[src/logic/par_port_pkg.sv]
// Constants and types for the strobed parallel request port
// Notes on behaviour
// - Strobe valid only after 3 ms active with no debounce running.
// - After valid strobe, lines must hold stable one sample time; change restarts it.
// - Port values latched when sample time ends, even if strobe already released.
// - Debounce (10 to 2550 ms) starts on strobe release; no new strobe until expired.
// - Strobe activity during debounce only restarts the debounce timer.
// - Debounce setting is kept longer than sample setting, adjusting the other.
// - Message requests need message level, except nine-bit decimal format.
// - Nine-bit decimal: select line is hundreds digit, message 0, data 100.
// - Embedded data taken only at data level; ignored unless collection pending.
// - Message-level strobe aborts data collection; it becomes a new request in one-strobe formats only.
// - Automatic modes sample continuously; new value stable one sample time requests.
// - Automatic detection suspended at data level, resumed at message level.
// - Control polarity setting: negative means message and idle strobe high.
// - Data polarity setting: negative means low line reads as 1.
// - Seven formats; format fixes the number of strobes per request.
// - Four-bit binary: D0-D3, two strobes, high nibble first then low.
// - Eight-bit binary: one strobe, D7 weighs 128 down to D0 1.
// - Input only: strobe, select and eight data inputs.
// - Format, sample and debounce times readable and writable at run time.
package par_port_pkg;
    typedef enum logic [2:0] {
        FMT_BCD4   = 3'h0,
        FMT_BCD8   = 3'h1,
        FMT_BCD9   = 3'h2,
        FMT_BIN4   = 3'h3,
        FMT_BIN8   = 3'h4,
        FMT_AUTO1  = 3'h5,
        FMT_AUTO2  = 3'h6
    } port_fmt_t;

    localparam logic [2:0]  STROBE_MIN_MS   = 3'h3;
    localparam int          CLK_HZ          = 10_000_000;
    localparam int          TICK_CYCLES     = CLK_HZ / 1000;
    localparam logic [7:0]  RST_SAMPLE_MS   = 8'h0a;
    localparam logic [7:0]  RST_DEBOUNCE_10 = 8'h05;
    localparam logic [2:0]  RST_FMT         = 3'h4;
    localparam logic [7:0]  SAMPLE_MIN      = 8'h01;
    localparam logic [7:0]  DEBOUNCE_MIN    = 8'h01;
    localparam logic [7:0]  HUNDRED         = 8'h64;
endpackage

[src/logic/par_port.sv]
// Strobed parallel request port with automatic change requests
module par_port #(
    parameter int TICK_DIV = par_port_pkg::TICK_CYCLES
) (
    input  wire logic                 i_core_clk,
    input  wire logic                 i_sys_rst,
    input  wire logic                 i_strobe,
    input  wire logic                 i_msg_sel,
    input  wire logic [7:0]           i_data,
    input  wire logic                 i_ctrl_neg,
    input  wire logic                 i_data_neg,
    input  wire logic                 i_cfg_wr,
    input  wire logic [2:0]           i_cfg_fmt,
    input  wire logic [7:0]           i_cfg_sample_ms,
    input  wire logic [7:0]           i_cfg_debounce_10ms,
    input  wire logic                 i_collect_pending,
    output logic      [2:0]           o_cfg_fmt,
    output logic      [7:0]           o_cfg_sample_ms,
    output logic      [7:0]           o_cfg_debounce_10ms,
    output logic                      o_req_valid,
    output logic      [7:0]           o_req_msg,
    output logic                      o_auto_valid,
    output logic      [7:0]           o_auto_value,
    output logic                      o_auto_prev_valid,
    output logic      [7:0]           o_auto_prev,
    output logic                      o_data_valid,
    output logic      [7:0]           o_data_byte,
    output logic                      o_abort,
    output logic                      o_debouncing
);
    import par_port_pkg::*;

    typedef enum logic [2:0] {S_IDLE, S_WIDTH, S_SAMPLE, S_WAIT_REL, S_DEBOUNCE} st_t;

    // Inputs double-synchronised; stage one feeds stage two only
    logic [9:0] sync1_q;
    logic [9:0] sync2_q;
    always_ff @(posedge i_core_clk) begin
        if (i_sys_rst) begin
            sync1_q <= 10'h000;
            sync2_q <= 10'h000;
        end else begin
            sync1_q <= {i_strobe, i_msg_sel, i_data};
            sync2_q <= sync1_q;
        end
    end

    // Polarity mapping of control and data lines
    wire       strobe_act = sync2_q[9] ^ i_ctrl_neg;
    wire       is_msg     = sync2_q[8] ~^ i_ctrl_neg;
    wire [7:0] data_val   = sync2_q[7:0] ^ {8{i_data_neg}};
    wire [8:0] port_val   = {is_msg, data_val};

    // Millisecond tick
    logic [13:0] pre_q;
    logic        tick_q;
    // A shorter tick divider only speeds up simulation; the default gives real milliseconds
    wire         pre_end = (pre_q == 14'(TICK_DIV - 1));
    always_ff @(posedge i_core_clk) begin
        if (i_sys_rst) begin
            pre_q  <= 14'h0000;
            tick_q <= 1'b0;
        end else begin
            pre_q  <= pre_end ? 14'h0000 : pre_q + 14'h0001;
            tick_q <= pre_end;
        end
    end

    // Run-time configuration; debounce kept longer than sample
    logic [2:0] fmt_q;
    logic [7:0] smp_q;
    logic [7:0] dbn_q;
    wire  [11:0] dbn_ms_new = 12'(i_cfg_debounce_10ms) * 12'h00a;
    wire  [7:0] smp_in  = (i_cfg_sample_ms == 8'h00) ? SAMPLE_MIN : i_cfg_sample_ms;
    wire  [7:0] dbn_in  = (i_cfg_debounce_10ms == 8'h00) ? DEBOUNCE_MIN : i_cfg_debounce_10ms;
    wire  [7:0] dbn_fix = 8'(({4'h0, smp_in} / 12'h00a) + 12'h001);
    wire        smp_chg = i_cfg_sample_ms != smp_q;
    wire  [11:0] dbn_in_ms = 12'(dbn_in) * 12'h00a;
    wire  [7:0] smp_fix = (dbn_in_ms > 12'h0ff) ? i_cfg_sample_ms : 8'(dbn_in_ms - 12'h001);
    always_ff @(posedge i_core_clk) begin
        if (i_sys_rst) begin
            fmt_q <= RST_FMT;
            smp_q <= RST_SAMPLE_MS;
            dbn_q <= RST_DEBOUNCE_10;
        end else if (i_cfg_wr) begin
            fmt_q <= i_cfg_fmt;
            if (smp_chg) begin
                smp_q <= smp_in;
                dbn_q <= (dbn_ms_new > {4'h0, smp_in}) ? dbn_in : dbn_fix;
            end else begin
                dbn_q <= dbn_in;
                smp_q <= (dbn_in_ms > {4'h0, smp_q}) ? smp_q : smp_fix;
            end
        end
    end

    // Shared millisecond counter for width, sample and debounce intervals
    st_t         st_q;
    logic [11:0] ms_q;
    logic [8:0]  snap_q;
    logic [1:0]  cnt_q;
    logic [7:0]  part_q;
    logic        was_act_q;
    wire [11:0]  dbn_ms   = 12'(dbn_q) * 12'h00a;
    wire         is_auto  = (fmt_q == FMT_AUTO1) || (fmt_q == FMT_AUTO2);
    wire         changed  = port_val != snap_q;
    wire         smp_done = tick_q && (ms_q + 12'h001 >= {4'h0, smp_q});

    // Decode of a latched value
    wire [3:0]  lo_n  = snap_q[3:0];
    wire [3:0]  hi_n  = snap_q[7:4];
    // Widen before the product so the tens digit is not cut to four bits
    wire [7:0]  bcd2  = (8'(hi_n) * 8'h0a) + 8'(lo_n);
    wire [1:0]  need  = (fmt_q == FMT_BCD4) ? 2'h3 :
                        ((fmt_q == FMT_BCD8) || (fmt_q == FMT_BIN4)) ? 2'h2 : 2'h1;
    wire        last  = (cnt_q + 2'h1) == need;
    wire [7:0]  bcd_acc  = 8'(part_q * 8'h0a) + 8'(lo_n);
    wire [7:0]  msg_val  =
        (fmt_q == FMT_BIN8) ? snap_q[7:0] :
        (fmt_q == FMT_BIN4) ? {part_q[3:0], lo_n} :
        (fmt_q == FMT_BCD9) ? (snap_q[8] ? bcd2 : bcd2 + HUNDRED) :
        (fmt_q == FMT_BCD8) ? 8'(part_q * 8'h64) + bcd2 :
        bcd_acc;
    wire [7:0]  part_nx  = (fmt_q == FMT_BIN4) ? {4'h0, lo_n} :
                           (fmt_q == FMT_BCD8) ? {4'h0, lo_n} : bcd_acc;
    wire        msg_ok   = snap_q[8] || (fmt_q == FMT_BCD9);
    wire        auto_go  = is_auto && is_msg;

    always_ff @(posedge i_core_clk) begin
        if (i_sys_rst) begin
            st_q              <= S_IDLE;
            ms_q              <= 12'h000;
            snap_q            <= 9'h000;
            cnt_q             <= 2'h0;
            part_q            <= 8'h00;
            was_act_q         <= 1'b0;
            o_req_valid       <= 1'b0;
            o_req_msg         <= 8'h00;
            o_auto_valid      <= 1'b0;
            o_auto_value      <= 8'h00;
            o_auto_prev_valid <= 1'b0;
            o_auto_prev       <= 8'h00;
            o_data_valid      <= 1'b0;
            o_data_byte       <= 8'h00;
            o_abort           <= 1'b0;
        end else begin
            o_req_valid  <= 1'b0;
            o_auto_valid <= 1'b0;
            o_data_valid <= 1'b0;
            o_abort      <= 1'b0;
            if (is_auto) begin
                cnt_q  <= 2'h0;
                part_q <= 8'h00;
                if (!auto_go) begin
                    st_q   <= S_IDLE;
                    ms_q   <= 12'h000;
                    snap_q <= port_val;
                end else if (changed) begin
                    snap_q <= port_val;
                    ms_q   <= 12'h000;
                    st_q   <= S_SAMPLE;
                end else if (st_q == S_SAMPLE) begin
                    if (tick_q) begin
                        ms_q <= ms_q + 12'h001;
                    end
                    if (smp_done) begin
                        st_q              <= S_IDLE;
                        o_auto_valid      <= 1'b1;
                        o_auto_value      <= snap_q[7:0];
                        o_auto_prev_valid <= was_act_q;
                        o_auto_prev       <= o_auto_value;
                        was_act_q         <= 1'b1;
                    end
                end else begin
                    st_q <= S_IDLE;
                end
            end else begin
                case (st_q)
                    S_IDLE: begin
                        ms_q <= 12'h000;
                        if (strobe_act) begin
                            st_q <= S_WIDTH;
                        end
                    end
                    S_WIDTH: begin
                        if (!strobe_act) begin
                            st_q <= S_IDLE;
                        end else if (tick_q) begin
                            ms_q <= ms_q + 12'h001;
                            if (ms_q + 12'h001 >= 12'(STROBE_MIN_MS) + 12'h001) begin
                                st_q   <= S_SAMPLE;
                                ms_q   <= 12'h000;
                                snap_q <= port_val;
                            end
                        end
                    end
                    S_SAMPLE: begin
                        if (changed) begin
                            snap_q <= port_val;
                            ms_q   <= 12'h000;
                        end else begin
                            if (tick_q) begin
                                ms_q <= ms_q + 12'h001;
                            end
                            if (smp_done) begin
                                st_q <= S_WAIT_REL;
                                ms_q <= 12'h000;
                                if (snap_q[8] && i_collect_pending) begin
                                    o_abort <= 1'b1;
                                end
                                if (!snap_q[8] && (fmt_q != FMT_BCD9)) begin
                                    if (i_collect_pending) begin
                                        o_data_valid <= 1'b1;
                                        o_data_byte  <= snap_q[7:0];
                                    end
                                end else if (msg_ok) begin
                                    if (snap_q[8] && i_collect_pending) begin
                                        cnt_q  <= 2'h0;
                                        part_q <= 8'h00;
                                    end
                                    if (last || (snap_q[8] && i_collect_pending && need == 2'h1)) begin
                                        o_req_valid <= 1'b1;
                                        o_req_msg   <= msg_val;
                                        cnt_q       <= 2'h0;
                                        part_q      <= 8'h00;
                                    end else if (!(snap_q[8] && i_collect_pending)) begin
                                        cnt_q  <= cnt_q + 2'h1;
                                        part_q <= part_nx;
                                    end
                                end
                            end
                        end
                    end
                    S_WAIT_REL: begin
                        ms_q <= 12'h000;
                        if (!strobe_act) begin
                            st_q <= S_DEBOUNCE;
                        end
                    end
                    S_DEBOUNCE: begin
                        if (strobe_act) begin
                            ms_q <= 12'h000;
                        end else if (tick_q) begin
                            ms_q <= ms_q + 12'h001;
                            if (ms_q + 12'h001 >= dbn_ms) begin
                                st_q <= S_IDLE;
                            end
                        end
                    end
                    default: begin
                        st_q <= S_IDLE;
                    end
                endcase
            end
        end
    end

    // Status outputs from flip-flops
    always_ff @(posedge i_core_clk) begin
        if (i_sys_rst) begin
            o_cfg_fmt           <= RST_FMT;
            o_cfg_sample_ms     <= RST_SAMPLE_MS;
            o_cfg_debounce_10ms <= RST_DEBOUNCE_10;
            o_debouncing        <= 1'b0;
        end else begin
            o_cfg_fmt           <= fmt_q;
            o_cfg_sample_ms     <= smp_q;
            o_cfg_debounce_10ms <= dbn_q;
            o_debouncing        <= (st_q == S_DEBOUNCE);
        end
    end
endmodule

[config.mk]
export PLATFORM = sky130hd
export DESIGN_NAME = par_port
export DESIGN_NICKNAME = d
export VERILOG_FILES = /design/src/logic/par_port_pkg.sv /design/src/logic/par_port.sv
export SDC_FILE = /design/constraint.sdc
export NUM_CORES = 1
export LEC_CHECK = 0
export ABC_AREA = 1
export BUFFER_PORTS_ARGS = -buffer_cell sky130_fd_sc_hd__buf_4
export CAP_MARGIN = 30
export CORE_UTILIZATION = 44
export DETAILED_ROUTE_END_ITERATION = 8
export PLACE_DENSITY = 0.59
export SKIP_CTS_REPAIR_TIMING = 1
export SLEW_MARGIN = 20
export SYNTH_ARGS = -nofsm -noshare
export SYNTH_HDL_FRONTEND = slang
export SYNTH_SLANG_ARGS = --single-unit
[constraint.sdc]
create_clock -name i_core_clk -period 3.7 [get_ports i_core_clk]
set_input_delay 0.555 -clock i_core_clk [delete_from_list [all_inputs] [get_ports i_core_clk]]
set_output_delay 0.555 -clock i_core_clk [all_outputs]
set_load 0.05 [all_outputs]
Word level (Yosys, flattened, before mapping)
Index checks and enable logic that the tools add are counted.

Register bits after elaboration: 146. Latch bits: 0. RAM bits: 0. Bits in read-only memories: 0. Bits of input ports: 35. Output and inout port bits: 57. Logic and storage cells: 179. Memories kept: 0.

$add $sub $neg: 9. Multipliers: 6. Divide/modulo/power cells: 1. $lt $le $gt $ge: 6. Equality and inequality tests: 31. Shift operators: 0. Multiplexer cells: 59. Bitwise operators: 10. Reductions and logical operators: 31.

Operators with widths (number): two-way mux 12 bit (11); two-way mux 8 bit (16); two-way mux 9 bit (6); case mux 12 bit (4 select lines) (1); two-way mux 3 bit (15); multiplier 8 x 3 -> 11 bit (second input constant) (3); inequality test 3 bit (second input constant) (10); > comparator 12 x 8 -> 1 bit (2); case mux 9 bit (2 select lines) (1); adder 8 x 4 -> 8 bit (2); zero test 8 bit (2); case mux 3 bit (5 select lines) (1); adder 14 x 1 -> 14 bit (second input constant) (1); equality test 14 bit (second input constant) (1); adder 12 x 1 -> 12 bit (second input constant) (1); divider 8 x 4 -> 12 bit (second input constant) (1); equality test 3 x 2 -> 1 bit (second input constant) (4); equality test 3 bit (second input constant) (4); greater-or-equal comparator 12 bit (1); greater-or-equal comparator 12 x 3 -> 1 bit (second input constant) (1); greater-or-equal comparator 12 x 8 -> 1 bit (1); > comparator 12 x 8 -> 1 bit (second input constant) (1); inequality test 4 bit (second input constant) (3); AND reduction 10 bit (1); other kinds (37) (63).

Longest topological paths before layout
Word-level depth: 8. Depth in mapped cells: 24. Depth with buffers taken out: 23.

Worst setup path before layout
OpenSTA, ideal clock, no wires.

Path type: input to register. Start point: in i_cfg_debounce_10ms[5]. End point: reg smp_q[0]. Library setup time: 0.126 ns. Arrival: 3.232 ns. Required time: 3.574 ns. Slack: 0.341 ns. Stages on the path: 19. Path buffers: 0. Path through: nor3_1 > a31oi_1 > inv_1 > ha_1 > ha_1 > inv_1 > fa_1 > xnor2_1 > ha_1 > nand2_1 > nor2_1 > nand2_1 > a32o_1 > nand3_1 > nand2_1 > nand2_1 > clkinv_1 > o21ai_0 > a31oi_1.

Word-level cells in the longest chain between the ends: 7. Elaborated cells between the ends (all ways): 10. Classes of those cells: mul (1); order compare (2); eq/ne (1); mux (4); reduce/logical (2).

Ends and longest elaborated chain: start: declaration (RTL line par_port.sv:15) `input wire logic [7:0] i_cfg_debounce_10ms,`; zero test 8 bit (RTL line par_port.sv:75) `wire [7:0] dbn_in = (i_cfg_debounce_10ms == 8'h00) ? DEBOUNCE_MIN : i_cfg_debounce_10ms;`; two-way mux 8 bit (*) (RTL line par_port.sv:75); multiplier 8 x 3 -> 11 bit (*) (RTL line par_port.sv:78) `wire [11:0] dbn_in_ms = 12'(dbn_in) * 12'h00a;`; > comparator 12 x 8 -> 1 bit (RTL line par_port.sv:79) `wire [7:0] smp_fix = (dbn_in_ms > 12'h0ff) ? i_cfg_sample_ms : 8'(dbn_in_ms - 12'h001);`; two-way mux 8 bit (RTL line par_port.sv:79); two-way mux 8 bit (RTL line par_port.sv:92) `smp_q <= (dbn_in_ms > {4'h0, smp_q}) ? smp_q : smp_fix;`; two-way mux 8 bit (RTL line par_port.sv:87) `if (smp_chg) begin`; end signal: assignment (RTL line par_port.sv:88) `smp_q <= smp_in;`; end signal: assignment (RTL line par_port.sv:92); end: declaration (RTL line par_port.sv:71) `logic [7:0] smp_q;`.

Mark *: on every way between the ends. The rest lies on a longest branch, timed or not. The select of a mux whose other input is x is not followed. A chain may end at the register's enable or synchronous reset.

Final worst setup path
Start point: reg dbn_q[3]. End point: reg st_q[2].

Word-level cells in the longest chain between the ends: 4.

Ends and longest elaborated chain: start: declaration (RTL line par_port.sv:72) `logic [7:0] dbn_q;`; start signal: assignment (RTL line par_port.sv:89) `dbn_q <= (dbn_ms_new > {4'h0, smp_in}) ? dbn_in : dbn_fix;`; start signal: assignment (RTL line par_port.sv:91) `dbn_q <= dbn_in;`; multiplier 8 x 3 -> 11 bit (RTL line par_port.sv:104) `wire [11:0] dbn_ms = 12'(dbn_q) * 12'h00a;`; greater-or-equal comparator 12 bit (RTL line par_port.sv:245) `if (ms_q + 12'h001 >= dbn_ms) begin`; inequality test 3 bit (no line); AND reduction 10 bit (no line); end signal: assignment (RTL line par_port.sv:237) `st_q <= S_DEBOUNCE;`; end signal: assignment (RTL line par_port.sv:246) `st_q <= S_IDLE;`; end signal: assignment (RTL line par_port.sv:251) `st_q <= S_IDLE;`; end: declaration (RTL line par_port.sv:98) `st_t st_q;`.

Every way passes these cells.

==> summary.md <==
| Metric | Value |
|---|---|
| Status | `finished, final reports clean` |
| Netlist cell types | `59` |
| Ports | `92` |
| Die area | `22000 um^2` |
| Tmin final | `3.33 ns` |
| Arr. time, crit path | `3.63 ns` |
| Leakage | `5.14 nW` |
| TritonCTS buffer count | `17` |
| Layout Skew | `0.0127 ns` |
| Clk sinks | `145` |
| Crit path kind | `flop to flop` |
| #FFs+latches synth | `145` |
| Synth Area in XOR/XNOR | `6.24%` |
| Fmax | `0.300 GHz` |
| Clock group share of total power | `31.8%` |
| Critical Path Max Stage Delay | `0.39 ns` |
| Clock Pin Slew Worst Setup and Hold Paths | `0.07 ns` |
| CTS tree | `yes` |
| Setup_tns | `0 ns` |
| Vias in the first global route | `7879` |
| Initial antenna violation count | `0` |
| Final worst slack | `0.372 ns` |
| # port buffers | `91` |
| WL per Instance | `14.4 um` |
| H-tree Lvls | `4` |
| Seq/Total Area, Yosys | `30.9%` |
| GRT Resource Usage Total | `22.7%` |
| Area of the multi-input gates | `5610 um^2` |
| Crit path max-delay cell type | `fa_1` |
| Via density | `5.05` |
| Final Wtd Congestion | `0.922` |
| Crit path required time | `4.00 ns` |
| Max Cap Viol | `0` |
| Post-Place Cells | `1636` |
| Std-Cell Rows | `53` |
| GRT overflow | `0` |
| Part of the power in registers | `33.4%` |
| Worst-Margin Slew | `0.664 ns` |
| Final ANT Viol Nets | `0` |
| Most frequent cells in the layout | `nand2_1 (186), inv_1 (174), nor2_1 (153)` |
| Switching power share of the total | `39.1%` |
| DIE WIDTH | `148 um` |
| Type of origin of the critical path | `flop` |
| Cell mode on critical path | `nand2_1` |
| RSZ-0062 raised after global routing | `false` |
| Leading cell type in the layout, fill and taps excluded | `nand2_1` |
| Total net switching power | `2.09 mW` |
| Count of final hold-check violations | `0` |
| Slew margin rel. | `55.3%` |
| DRT Wirelength | `24000 um` |
| Ant diodes | `0` |
| Avg Synthesized Cell Area | `7.30 um^2` |
| Starting Density | `44.7%` |
| R2R setup slack | `0.37 ns` |
| Pint | `3.26 mW` |
| Area growth syn-to-layout | `16.8%` |
| Post-Syn Instances | `1288` |
| FF+latch area | `2900 um^2` |
| VDD IR max | `333 uV` |
| Largest family of logic cells by synthesized area | `simple AND/OR/NAND/NOR gates` |
| Iter 0 DRT Violations | `364` |
| Ys Warns | `0` |
| Final cell count without fillers | `1668` |
| DR pass1 iterations | `5` |
| Hpwl dp | `18400 um` |
| First-pass GRT wire length | `39400 um` |
| Clock Path Buffers | `2` |
| Simple-Gate Fraction of Synth Area | `23.0%` |
| CTS root buf | `clkbuf_16` |
| Via count | `8431` |
| Adder-Cell Fraction of Synth Area | `14.9%` |
| Post-synthesis mux area share | `0%` |
| Crit end category | `flop` |
| Fillers | `2102` |
| Share of post-route cells with drive strength above 1 | `13.6%` |
| Period utilization | `90.0%` |
| Pin count of the biggest net entering global routing | `46` |
| Critical-path cell list | `ha_1 -> ha_1 -> inv_1 -> fa_1 -> o21ai_0 -> nand2_1 -> nand2_1 -> a21oi_1 -> xor2_1 -> ha_1 -> nand2_1 -> o21ai_0 -> nand2_1 -> nand3_1 -> nand2_1 -> a21oi_1 -> nand2_1 -> o21ai_1 -> nor2_1` |
| Die Y | `148 um` |
| Drt drc | `0` |
| Setup WS pre-CTS | `0.0865 ns` |
| Layout Nets | `1522` |
| Critical-path maximum fanout | `4` |
| Final setup violating endpoints | `0` |
| Worst Hold Class | `input port to flop` |
| Core area | `21000 um^2` |
| Mapped cell area | `9410 um^2` |
| Pwr Density | `487 nW/um^2` |
| Syn Nets | `1430` |
| Slew Viols, Final | `0` |
| Fraction of the mapped netlist area in compound gates | `15.6%` |
| Final core utilization | `52.3%` |
| Combinational power share | `34.8%` |
| Worst-Skew Late Latency | `0.43 ns` |
-- per-layer routing --
metal  vias up  part of all wire (%)  track usage [%]
met5         -                     0                0
met4         0                   1.9             7.47
met3        28                   2.9             3.62
met2       137                    45             35.8
met1      3844                    50             31.4
li1       4422                     -                -
-- worst max-delay path: cells and delay by family (launching register included) --
kind                     cells  cell delay (ns)
AO/OA/AOI/OAI                5             0.96
buffers and inverters        1             0.05
adder cells (fa/ha/maj)      4             1.10
flip-flops                   1             0.33
AND/OR/NAND/NOR              8             0.60
XOR/XNOR                     1             0.15
-- synth_stat cells (all sizes together) --
| cell | number | area (um^2) |
|---|---|---|
| o22ai | 2 | 18.8 |
| o21ai | 112 | 564 |
| clkbuf | 23 | 86.3 |
| o211a | 2 | 20.0 |
| or2 | 8 | 50.1 |
| nor3 | 27 | 150 |
| xnor2 | 23 | 201 |
| buf | 14 | 93.8 |
| o31ai | 2 | 15.0 |
| nor4 | 9 | 71.3 |
| a21oi | 103 | 527 |
| inv | 183 | 689 |
| ha | 99 | 1240 |
| nand3b | 2 | 15.0 |
| nand4 | 13 | 103 |
| a21o | 3 | 22.5 |
| nor2 | 157 | 609 |
| and2 | 1 | 6.26 |
| xor2 | 44 | 385 |
| nand2 | 197 | 782 |
| o21a | 1 | 7.51 |
| a32o | 2 | 20.0 |
| a22o | 1 | 8.76 |
| a211oi | 6 | 50.1 |
| o2bb2ai | 1 | 8.76 |
| a221oi | 1 | 8.76 |
| a31oi | 10 | 62.6 |
| clkinv | 5 | 18.8 |
| nor3b | 4 | 30.0 |
| o21bai | 1 | 7.51 |
| nand3 | 62 | 338 |
| and3 | 1 | 6.26 |
| dfxtp | 145 | 2900 |
| fa | 8 | 160 |
| o311ai | 1 | 8.76 |
| a21boi | 1 | 7.51 |
| a22oi | 2 | 15.0 |
| o211ai | 12 | 95.1 |
-- kinds of logic after synthesis --
family / Yosys count
buffers and inverters: 225
DFF: 145
AOI/OAI and AO/OA: 263
xor gates and xnor gates: 67
and+or+nand+nor: 481
adders and majority gates: 107
-- power groups by stage --
stage | clock network, mW | registers (mW) | logic, mW
after global routing | 1.81 | 1.80 | 2.10
after global placement | 0 | 1.82 | 1.83
after CTS | 1.73 | 1.79 | 1.86
after detailed placement | 0 | 1.82 | 1.84
final | 1.70 | 1.79 | 1.86
after floorplan | 0 | 1.85 | 1.30
-- through the flow --
| stage | hold slack (ns) | power (mW) | cell area, um^2 |
|---|---|---|---|
| final | 0.322 | 5.35 | 11000 |
| after global placement | 0.393 | 3.65 | 10400 |
| after global routing | 0.334 | 5.72 | 11000 |
| after CTS | 0.314 | 5.38 | 11000 |
| after floorplan | 0.388 | 3.14 | 9410 |
| after detailed placement | 0.392 | 3.66 | 10400 |
-- flip-flops by register name, summed over array words and instances, names as in the netlist, 9 cells and up --
| name | cells |
|---|---|
| pre_q | 14 |
| ms_q | 12 |
| sync1_q | 10 |
| sync2_q | 10 |
| snap_q | 9 |
-- cell type report --
class,instances,area share [%]
Timing Repair Buffer,110,7.52
Sequential cell,145,26.4
Clock buffer,17,3.87
Clock inverter,15,1.50
Tap cell,275,3.13
Multi-Input combinational cell,918,51.1
Inverter,188,6.45
-- path summary, 6_finish.rpt --
kind | startpoint | end | cells after the start
min | i_data[6] | sync1_q[6] | 3
min reg2reg | sync1_q[3] | sync2_q[3] | 2
max | dbn_q[3] | st_q[2] | 19
max reg2reg | dbn_q[3] | st_q[2] | 19
No activity file was read; power rests on OpenSTA's default activity.
